$ cat src/rtl/crtcfb_pkg.sv
/*
 Package for the frame buffer address mapper: register indices, field
 positions, reset values and mode enumerations.
 Assumes a single mclk domain and an indexed index/data port pair.
*/
// How it works
// (RULE1) Byte mode passes counter bits straight through
// (RULE2) Word no-wrap: bit0 from bit15, rest shifted
// (RULE3) Word wrap: bit0 from bit13, rest shifted
// (RULE4) Doubleword: bits0,1 from 12,13, shift two
// (RULE5) Row scan bits replace address bits 13/14
// (RULE6) Line compare is ten bits from three registers
// (RULE7) Address counter restarts at zero at compare line
// (RULE8) Lines above compare start at start address
// (RULE9) Latch data reads latch picked by map select
// (RULE10) Standard mode: ten bit vertical total
// (RULE11) Extended mode: twelve bit vertical total
// (RULE12) Extension bits ignored in standard mode
// (RULE13) Software programs total lines minus two
// (RULE14) Software writes zero to reserved bits
// (RULE15) Registers reached through index then data port
// (RULE16) Word mode wrap bit 0 wraps at 16KB
// (RULE17) Mapping is combinational from current counters
package crtcfb_pkg;
   localparam logic [7:0] IDX_START_HIGH   = 8'h0C;
   localparam logic [7:0] IDX_START_LOW    = 8'h0D;
   localparam logic [7:0] IDX_VTOTAL_LOW   = 8'h06;
   localparam logic [7:0] IDX_OVERFLOW     = 8'h07;
   localparam logic [7:0] IDX_MAX_SCAN     = 8'h09;
   localparam logic [7:0] IDX_UNDERLINE    = 8'h14;
   localparam logic [7:0] IDX_MODE_CTRL    = 8'h17;
   localparam logic [7:0] IDX_LINE_CMP     = 8'h18;
   localparam logic [7:0] IDX_LATCH_DATA   = 8'h22;
   localparam logic [7:0] IDX_VTOTAL_HIGH  = 8'h30;
   // Mode control and underline fields
   localparam int MC_WORD_BYTE  = 6;
   localparam int MC_WRAP       = 5;
   localparam int MC_ROW_SEL    = 1;
   localparam int MC_COMPAT     = 0;
   localparam int UL_DWORD      = 6;
   // Overflow and max scan fields
   localparam int OV_LCMP_B8    = 4;
   localparam int OV_VT_B9      = 5;
   localparam int OV_VT_B8      = 0;
   localparam int MS_LCMP_B9    = 6;
   // Reset values
   localparam logic [7:0] RST_MODE_CTRL = 8'hE3;
   localparam logic [7:0] RST_ZERO      = 8'h00;
   localparam logic [7:0] RST_LINE_CMP  = 8'hFF;
   localparam logic [7:0] RST_OVERFLOW  = 8'h10;
   localparam logic [7:0] RST_MAX_SCAN  = 8'h40;
   typedef enum logic [1:0] {
      CRTCFB_BYTE  = 2'b00,
      CRTCFB_WORDN = 2'b01,
      CRTCFB_WORDW = 2'b10,
      CRTCFB_DWORD = 2'b11
   } crtcfb_mode_t;
endpackage

$ cat src/rtl/crtcfb_remap.sv
/*
 Combinational address reorganizer and row scan substitution.
 Assumes mode bits come from registers in the same clock domain.
*/
`timescale 1ns/10ps
`default_nettype none
module crtcfb_remap
(
   input  wire logic                    mode_byte_n,
   input  wire logic                    dword_sel,
   input  wire logic                    no_wrap,
   input  wire logic                    compat_n,
   input  wire logic                    row_sel_n,
   input  wire logic [15:0]             count_addr,
   input  wire logic [1:0]              row_scan,
   output var crtcfb_pkg::crtcfb_mode_t mode,
   output logic [15:0]                  reorganized_address_out,
   output logic [15:0]                  decoder_address_in
);
   import crtcfb_pkg::*;

   // Mode decode: doubleword overrides the other bits
   always_comb
   begin
      if (dword_sel)
         mode = CRTCFB_DWORD;
      else if (mode_byte_n)
         mode = CRTCFB_BYTE;
      else if (no_wrap)
         mode = CRTCFB_WORDN;
      else
         mode = CRTCFB_WORDW;
   end

   // Reorganize; no register so fetch follows mode bits at once
   always_comb
   begin
      case (mode) // RULE17
         CRTCFB_BYTE:  reorganized_address_out = count_addr; // RULE1
         CRTCFB_WORDN: reorganized_address_out =
                          {count_addr[14:0], count_addr[15]}; // RULE2
         CRTCFB_WORDW: reorganized_address_out =
                          {count_addr[14:0], count_addr[13]}; // RULE3 RULE16
         default:      reorganized_address_out =
                          {count_addr[13:0], count_addr[13:12]}; // RULE4
      endcase
   end

   // Row scan substitution after the shift stage
   always_comb
   begin
      decoder_address_in = reorganized_address_out;
      if (!compat_n)
         decoder_address_in[13] = row_scan[0]; // RULE5
      if (!row_sel_n)
         decoder_address_in[14] = row_scan[1]; // RULE5
   end
endmodule // crtcfb_remap
`default_nettype wire

$ cat src/rtl/crtcfb_top.sv
/*
 Frame buffer address mapper top: indexed register port, line compare
 restart of the address counter, read latch data port and vertical total.
 Assumes index/data strobes are single-cycle pulses on mclk, produced by
 same-domain host decode logic; char/line strobes come from CRT timing.
*/
`timescale 1ns/10ps
`default_nettype none
module crtcfb_top
(
   input  wire logic        mclk,
   input  wire logic        nrst,
   input  wire logic        index_wr,
   input  wire logic        data_wr,
   input  wire logic        data_rd,
   input  wire logic [7:0]  host_wdata,
   output logic      [7:0]  host_rdata,
   output logic      [7:0]  index_value,
   input  wire logic        ext_mode,
   input  wire logic [1:0]  read_map_select,
   input  wire logic [31:0] read_latches,
   input  wire logic        frame_start,
   input  wire logic        line_start,
   input  wire logic        char_advance,
   input  wire logic        active_line,
   input  wire logic [9:0]  scan_line,
   input  wire logic [1:0]  row_scan_counter_out,
   input  wire logic        row_last,
   output logic      [15:0] count_addr,
   output logic      [15:0] reorganized_address_out,
   output logic      [15:0] decoder_address_in,
   output logic      [9:0]  line_compare,
   output logic      [11:0] vertical_total,
   output logic             split_active
);
   import crtcfb_pkg::*;

   logic [7:0]   start_address_high;
   logic [7:0]   start_address_low;
   logic [7:0]   vertical_total_low;
   logic [7:0]   overflow_reg;
   logic [7:0]   max_scan_line_reg;
   logic [7:0]   underline_location_reg;
   logic [7:0]   crt_mode_control;
   logic [7:0]   line_compare_low;
   logic [3:0]   vertical_total_high;
   logic [15:0]  line_base;
   logic [15:0]  next_count;
   logic         cmp_hit;
   logic [15:0]  start_address;
   logic [7:0]   latch_pick;
   crtcfb_mode_t mode;

   // Index port holds the register selector for data accesses
   always_ff @(posedge mclk)
   begin
      if (!nrst)
         index_value <= RST_ZERO;
      else if (index_wr)
         index_value <= host_wdata; // RULE15
   end

   // Data port writes; read-only latch index ignores writes
   always_ff @(posedge mclk)
   begin
      if (!nrst)
      begin
         start_address_high     <= RST_ZERO;
         start_address_low      <= RST_ZERO;
         vertical_total_low     <= RST_ZERO;
         overflow_reg           <= RST_OVERFLOW;
         max_scan_line_reg      <= RST_MAX_SCAN;
         underline_location_reg <= RST_ZERO;
         crt_mode_control       <= RST_MODE_CTRL;
         line_compare_low       <= RST_LINE_CMP;
         vertical_total_high    <= RST_ZERO[3:0];
      end
      else if (data_wr)
      begin
         if (index_value == IDX_START_HIGH)
            start_address_high <= host_wdata;
         else if (index_value == IDX_START_LOW)
            start_address_low <= host_wdata;
         else if (index_value == IDX_VTOTAL_LOW)
            vertical_total_low <= host_wdata;
         else if (index_value == IDX_OVERFLOW)
            overflow_reg <= host_wdata;
         else if (index_value == IDX_MAX_SCAN)
            max_scan_line_reg <= host_wdata;
         else if (index_value == IDX_UNDERLINE)
            underline_location_reg <= host_wdata;
         else if (index_value == IDX_MODE_CTRL)
            crt_mode_control <= host_wdata;
         else if (index_value == IDX_LINE_CMP)
            line_compare_low <= host_wdata; // RULE15
         else if (index_value == IDX_VTOTAL_HIGH)
            vertical_total_high <= host_wdata[3:0]; // Reserved bits dropped
      end
   end

   // Read mux registered; reserved high bits of the extension read zero
   always_ff @(posedge mclk)
   begin
      if (!nrst)
         host_rdata <= RST_ZERO;
      else if (data_rd)
      begin
         if (index_value == IDX_START_HIGH)
            host_rdata <= start_address_high;
         else if (index_value == IDX_START_LOW)
            host_rdata <= start_address_low;
         else if (index_value == IDX_VTOTAL_LOW)
            host_rdata <= vertical_total_low;
         else if (index_value == IDX_OVERFLOW)
            host_rdata <= overflow_reg;
         else if (index_value == IDX_MAX_SCAN)
            host_rdata <= max_scan_line_reg;
         else if (index_value == IDX_UNDERLINE)
            host_rdata <= underline_location_reg;
         else if (index_value == IDX_MODE_CTRL)
            host_rdata <= crt_mode_control;
         else if (index_value == IDX_LINE_CMP)
            host_rdata <= line_compare_low;
         else if (index_value == IDX_LATCH_DATA)
            host_rdata <= latch_pick; // RULE9
         else if (index_value == IDX_VTOTAL_HIGH)
            host_rdata <= {4'h0, vertical_total_high};
         else
            host_rdata <= RST_ZERO;
      end
   end

   // Start address and selected latch, shared by datapath and checks
   assign start_address = {start_address_high, start_address_low};
   assign latch_pick    = read_latches[read_map_select*8 +: 8]; // RULE9

   // Ten bit compare value assembled from three registers
   assign line_compare = {max_scan_line_reg[MS_LCMP_B9],
                          overflow_reg[OV_LCMP_B8],
                          line_compare_low}; // RULE6

   // Extension nibble only counts in extended mode
   always_comb
   begin
      if (ext_mode)
         vertical_total = {vertical_total_high, vertical_total_low}; // RULE11
      else
         vertical_total = {2'b00, overflow_reg[OV_VT_B9],
                           overflow_reg[OV_VT_B8],
                           vertical_total_low}; // RULE10 RULE12
   end

   assign cmp_hit = line_start && active_line && (scan_line == line_compare);

   // Counter: zero from the compare line on, start address each frame.
   // Compare wins over frame start, so a compare value of zero still
   // splits from the first line instead of being masked by the reload.
   always_comb
   begin
      next_count = count_addr;
      if (cmp_hit)
         next_count = 16'h0000; // RULE7
      else if (frame_start)
         next_count = start_address; // RULE8
      else if (line_start)
         next_count = line_base;
      else if (char_advance)
         next_count = count_addr + 16'h0001;
   end

   always_ff @(posedge mclk)
   begin
      if (!nrst)
         count_addr <= 16'h0000;
      else
         count_addr <= next_count;
   end

   // Line base takes the counter only at the start of the last row of a character line
   always_ff @(posedge mclk)
   begin
      if (!nrst)
         line_base <= 16'h0000;
      else if (cmp_hit)
         line_base <= 16'h0000; // RULE7
      else if (frame_start)
         line_base <= start_address; // RULE8
      else if (line_start && row_last)
         line_base <= count_addr;
   end

   // Split flag marks lower part of display; set wins over frame clear
   always_ff @(posedge mclk)
   begin
      if (!nrst)
         split_active <= 1'b0;
      else if (cmp_hit)
         split_active <= 1'b1; // RULE7
      else if (frame_start)
         split_active <= 1'b0;
   end

   crtcfb_remap u_remap
   (
      .mode_byte_n             (crt_mode_control[MC_WORD_BYTE]),
      .dword_sel               (underline_location_reg[UL_DWORD]),
      .no_wrap                 (crt_mode_control[MC_WRAP]),
      .compat_n                (crt_mode_control[MC_COMPAT]),
      .row_sel_n               (crt_mode_control[MC_ROW_SEL]),
      .count_addr              (count_addr),
      .row_scan                (row_scan_counter_out),
      .mode                    (mode),
      .reorganized_address_out (reorganized_address_out),
      .decoder_address_in      (decoder_address_in)
   );
endmodule // crtcfb_top
`default_nettype wire

$ cat config.mk
export PLATFORM = sky130hd
export DESIGN_NAME = crtcfb_top
export DESIGN_NICKNAME = d
export VERILOG_FILES = /design/src/rtl/crtcfb_pkg.sv /design/src/rtl/crtcfb_remap.sv /design/src/rtl/crtcfb_top.sv
export SDC_FILE = /design/constraint.sdc
export NUM_CORES = 1
export LEC_CHECK = 0
export ABC_CLOCK_PERIOD_IN_PS = 4650
export BUFFER_PORTS_ARGS = -buffer_cell sky130_fd_sc_hd__buf_2
export CORE_UTILIZATION = 35
export DETAILED_ROUTE_END_ITERATION = 8
export HOLD_SLACK_MARGIN = 0.06
export PLACE_DENSITY_LB_ADDON = 0.15
export SYNTH_ARGS = -nofsm -noshare
export SYNTH_HDL_FRONTEND = slang
export SYNTH_SLANG_ARGS = --single-unit
$ cat constraint.sdc
create_clock -name mclk -period 4.65 [get_ports mclk]
set_clock_uncertainty 0.2 [all_clocks]
set_input_delay 1.1625 -clock mclk [delete_from_list [all_inputs] [get_ports mclk]]
set_output_delay 1.1625 -clock mclk [all_outputs]
set_load 0.05 [all_outputs]
==> summary.md <==
| Metric | Value |
|---|---|
| Result of the run | `finished clean` |
| Final core area utilization | `42.74%` |
| Total of max-cap violations | `0` |
| Cells after synthesis | `871` |
| Final routed wire length divided by cell count | `18.47 um` |
| Net count after synthesis | `937` |
| Number of DRC violations after detailed-routing iteration 0 | `682` |
| Worst reg2reg path depth | `5` |
| Max-slew violations | `0` |
| Warnings from Yosys | `0` |
| Floorplan row count | `50` |
| Vertical die dimension | `141.8 um` |
| Sum of net half-perimeters after detailed placement | `15.92 mm` |
| Post-route DRC | `0` |
| Initial Util | `36.08%` |
| Total of fill cells in the finished design | `1969` |
| Worst relative slew slack | `36.76%` |
| Nature of the critical path startpoint | `register` |
| CTS max path bufs | `2` |
| Largest net degree at the start of global routing | `61` |
| Number of distinct library cells after synthesis | `66` |
| Tcrit/Tclk final | `75.49%` |
| Worst setup path category | `register to output pin` |
| P&R area growth vs syn | `18.46%` |
| Remaining global-route overflow | `0` |
| Post-CTS resize count | `0` |
| Number of global-route vias before repair | `5909` |
| TritonCTS clock tree | `done` |
| Floorplan die area | `20100 um2` |
| Total number of nets in the final design | `1017` |
| Power, Total | `2.656 mW` |
| Wire length of the first global-routing pass | `34.76 mm` |
| Setup Fix Bufs, Post-CTS | `0` |
| Kind of end point of the critical path | `output pin` |
| Dominant synthesized flop cell | `sky130_fd_sc_hd__dfxtp_1` |
| Critical Path RT | `3.29 ns` |
| Pre-CTS WS | `1.236 ns` |
| Count of non-filler cells in the finished layout | `1224` |
| Maximum VDD drop | `251.9 uV` |
| Detail Route Antenna Nets | `0` |
| Highest-count cells in the layout ignoring fill and taps | `sky130_fd_sc_hd__buf_2 (151), sky130_fd_sc_hd__dfxtp_1 (117), sky130_fd_sc_hd__nand2_1 (114)` |
| Total power divided by cell area | `327.8 nW/um2` |
| Number of H-tree levels | `4` |
| Fmax | `0.2849 GHz` |
| Detailed-route via count | `6646` |
| Critical-path maximum fanout | `32` |
| Number of placed instances with taps included | `1192` |
| Path class of the lowest-slack min-delay path | `register to register` |
| Ratio of cells with drive above 1 in the final layout | `22.30%` |
| Most common cell after layout, fill and taps aside | `sky130_fd_sc_hd__buf_2` |
| Source-to-sink clock delay at the later pin of the worst-skew pair | `0.43 ns` |
| Number of antenna violations at the first check in global routing | `0` |
| Post-Layout Inst Area | `8102 um2` |
| Setup slack of the worst register-to-register path | `1.61 ns` |
| Final number of hold-violating endpoints | `0` |
| Signal arrival time at the worst endpoint | `2.15 ns` |
| Cell depth of the worst hold path | `2` |
| Worst hold margin | `0.2510 ns` |
| Number of synthesized flops with an enable pin | `0` |
| Post-Synthesis Mean Instance Area | `7.852 um2` |
| Setup repair after global routing missed its margin | `no` |
| Setup slack of the critical path after layout | `1.140 ns` |
| Clock input transition at the sequential cells of the worst setup and hold paths | `0.05 ns` |
| Transition time of the tightest slew-check pin | `0.9474 ns` |
| Number of buffers added on ports | `151` |
| Final Routed Wirelength | `22.60 mm` |
| Register area share after synthesis | `34.25%` |
| Post-Place Cell Area | `7543 um2` |
| Number of synthesized register bits | `117` |
| Global placement routability congestion | `0.8421` |
| Largest registers in the final layout | `count_addr x16, line_base x16` |
| Number of top-level design ports | `152` |
| Inserted Clock Buffers | `17` |
| Detailed-route vias per instance | `5.430` |
| Total setup violations reported at the end of the flow | `0` |
| Width of the die | `141.8 um` |
| CTS hold repair buffers | `0` |
| CTS root buf | `sky130_fd_sc_hd__clkbuf_16` |
| Total Routing Usage GR | `22.77%` |
| Post-layout minimum cycle time | `3.511 ns` |
| Setup TNS | `0 ns` |
| Core Area | `18960 um2` |
| Lkg Pwr | `3.483 nW` |
| Fraction of registers with async set or reset after synthesis | `0%` |
| Post-synthesis instance area | `6839 um2` |
| TritonRoute pass-1 iters | `5` |
| Diode count | `0` |
| TritonCTS Sinks | `117` |
metal layers:
metal | vias to the layer above | global-route usage (%) | share of wire, %
met2 | 222 | 36.58 | 47
li1 | 3253 | - | -
met1 | 3143 | 31.09 | 46
met4 | 0 | 7.583 | 1.6
met5 | - | 0 | 0
met3 | 28 | 3.442 | 5.3
cells in the mapped netlist, drive strengths merged (2+ instances only):
| cell type | number | area share, % |
|---|---|---|
| nand2 | 114 | 6.3 |
| a21o | 3 | 0.33 |
| xnor2 | 6 | 0.77 |
| nor4 | 5 | 0.46 |
| mux2i | 70 | 10 |
| nor2b | 20 | 1.8 |
| o211ai | 7 | 0.91 |
| nand2b | 6 | 0.55 |
| and4 | 2 | 0.26 |
| o21ai | 26 | 1.9 |
| xor2 | 19 | 2.4 |
| o211a | 3 | 0.44 |
| o221ai | 6 | 0.77 |
| nor2 | 78 | 4.3 |
| a32oi | 2 | 0.26 |
| nand3b | 2 | 0.22 |
| o31ai | 3 | 0.33 |
| o2111ai | 2 | 0.26 |
| a32o | 2 | 0.29 |
| o22ai | 6 | 0.55 |
| and3 | 8 | 0.73 |
| mux2 | 4 | 0.66 |
| a2111oi | 5 | 0.64 |
| a22o | 3 | 0.38 |
| nand3 | 55 | 4.1 |
| a21oi | 83 | 6.1 |
| mux4 | 8 | 2.6 |
| a22oi | 5 | 0.55 |
| buf | 32 | 2.9 |
| and2 | 4 | 0.37 |
| or2 | 3 | 0.27 |
| a31oi | 3 | 0.27 |
| inv | 12 | 0.66 |
| clkbuf | 66 | 3.6 |
| nor3 | 21 | 1.6 |
| dfxtp | 117 | 34 |
| nand4 | 13 | 1.2 |
| a211oi | 23 | 2.5 |
| nor3b | 3 | 0.33 |
worst max-delay path, stage by stage (launching register included):
cell and delay [ns]:
sky130_fd_sc_hd__dfxtp_1 0.94, sky130_fd_sc_hd__o21ai_0 0.26, sky130_fd_sc_hd__mux2_2 0.31, sky130_fd_sc_hd__buf_2 0.21
final timing paths:
| check | endpoint | start |
|---|---|---|
| hold reg to reg | overflow_reg[2] | overflow_reg[2] |
| setup reg to reg | host_rdata[1] | index_value[1] |
| setup / recovery | decoder_address_in[14] | underline_location_reg[6] |
| hold / removal | overflow_reg[2] | overflow_reg[2] |
power by group:
part,total [mW],switching [mW],internal [mW]
registers,1.05,0.0360,1.02
logic,0.367,0.258,0.109
clock network,1.23,0.497,0.737
cell families (layout without fill, tap and decap cells):
| family | count (synthesis) | count (layout) | share of synthesized area [%] |
|---|---|---|---|
| muxes | 82 | 82 | 13.54 |
| xor gates and xnor gates | 25 | 25 | 3.202 |
| adders and majority gates | 1 | 1 | 0.1829 |
| DFF | 117 | 117 | 34.25 |
| buffers and inverters | 110 | 203 | 7.135 |
| AOI/OAI and AO/OA | 190 | 190 | 17.55 |
| and+or+nand+nor | 346 | 346 | 24.15 |
area by class of cell:
| cell class | instances | area [um2] | area share (%) |
|---|---|---|---|
| multi-input combinational | 644 | 4015 | 49.56 |
| sequential | 117 | 2342 | 28.91 |
| clock inverter | 10 | 73.82 | 0.9112 |
| clock buffer | 22 | 484.2 | 5.977 |
| timing repair buffer | 159 | 815.8 | 10.07 |
| inverter | 12 | 45.04 | 0.5560 |
| tap | 260 | 325.3 | 4.015 |
(Power assumes the default switching activity.)
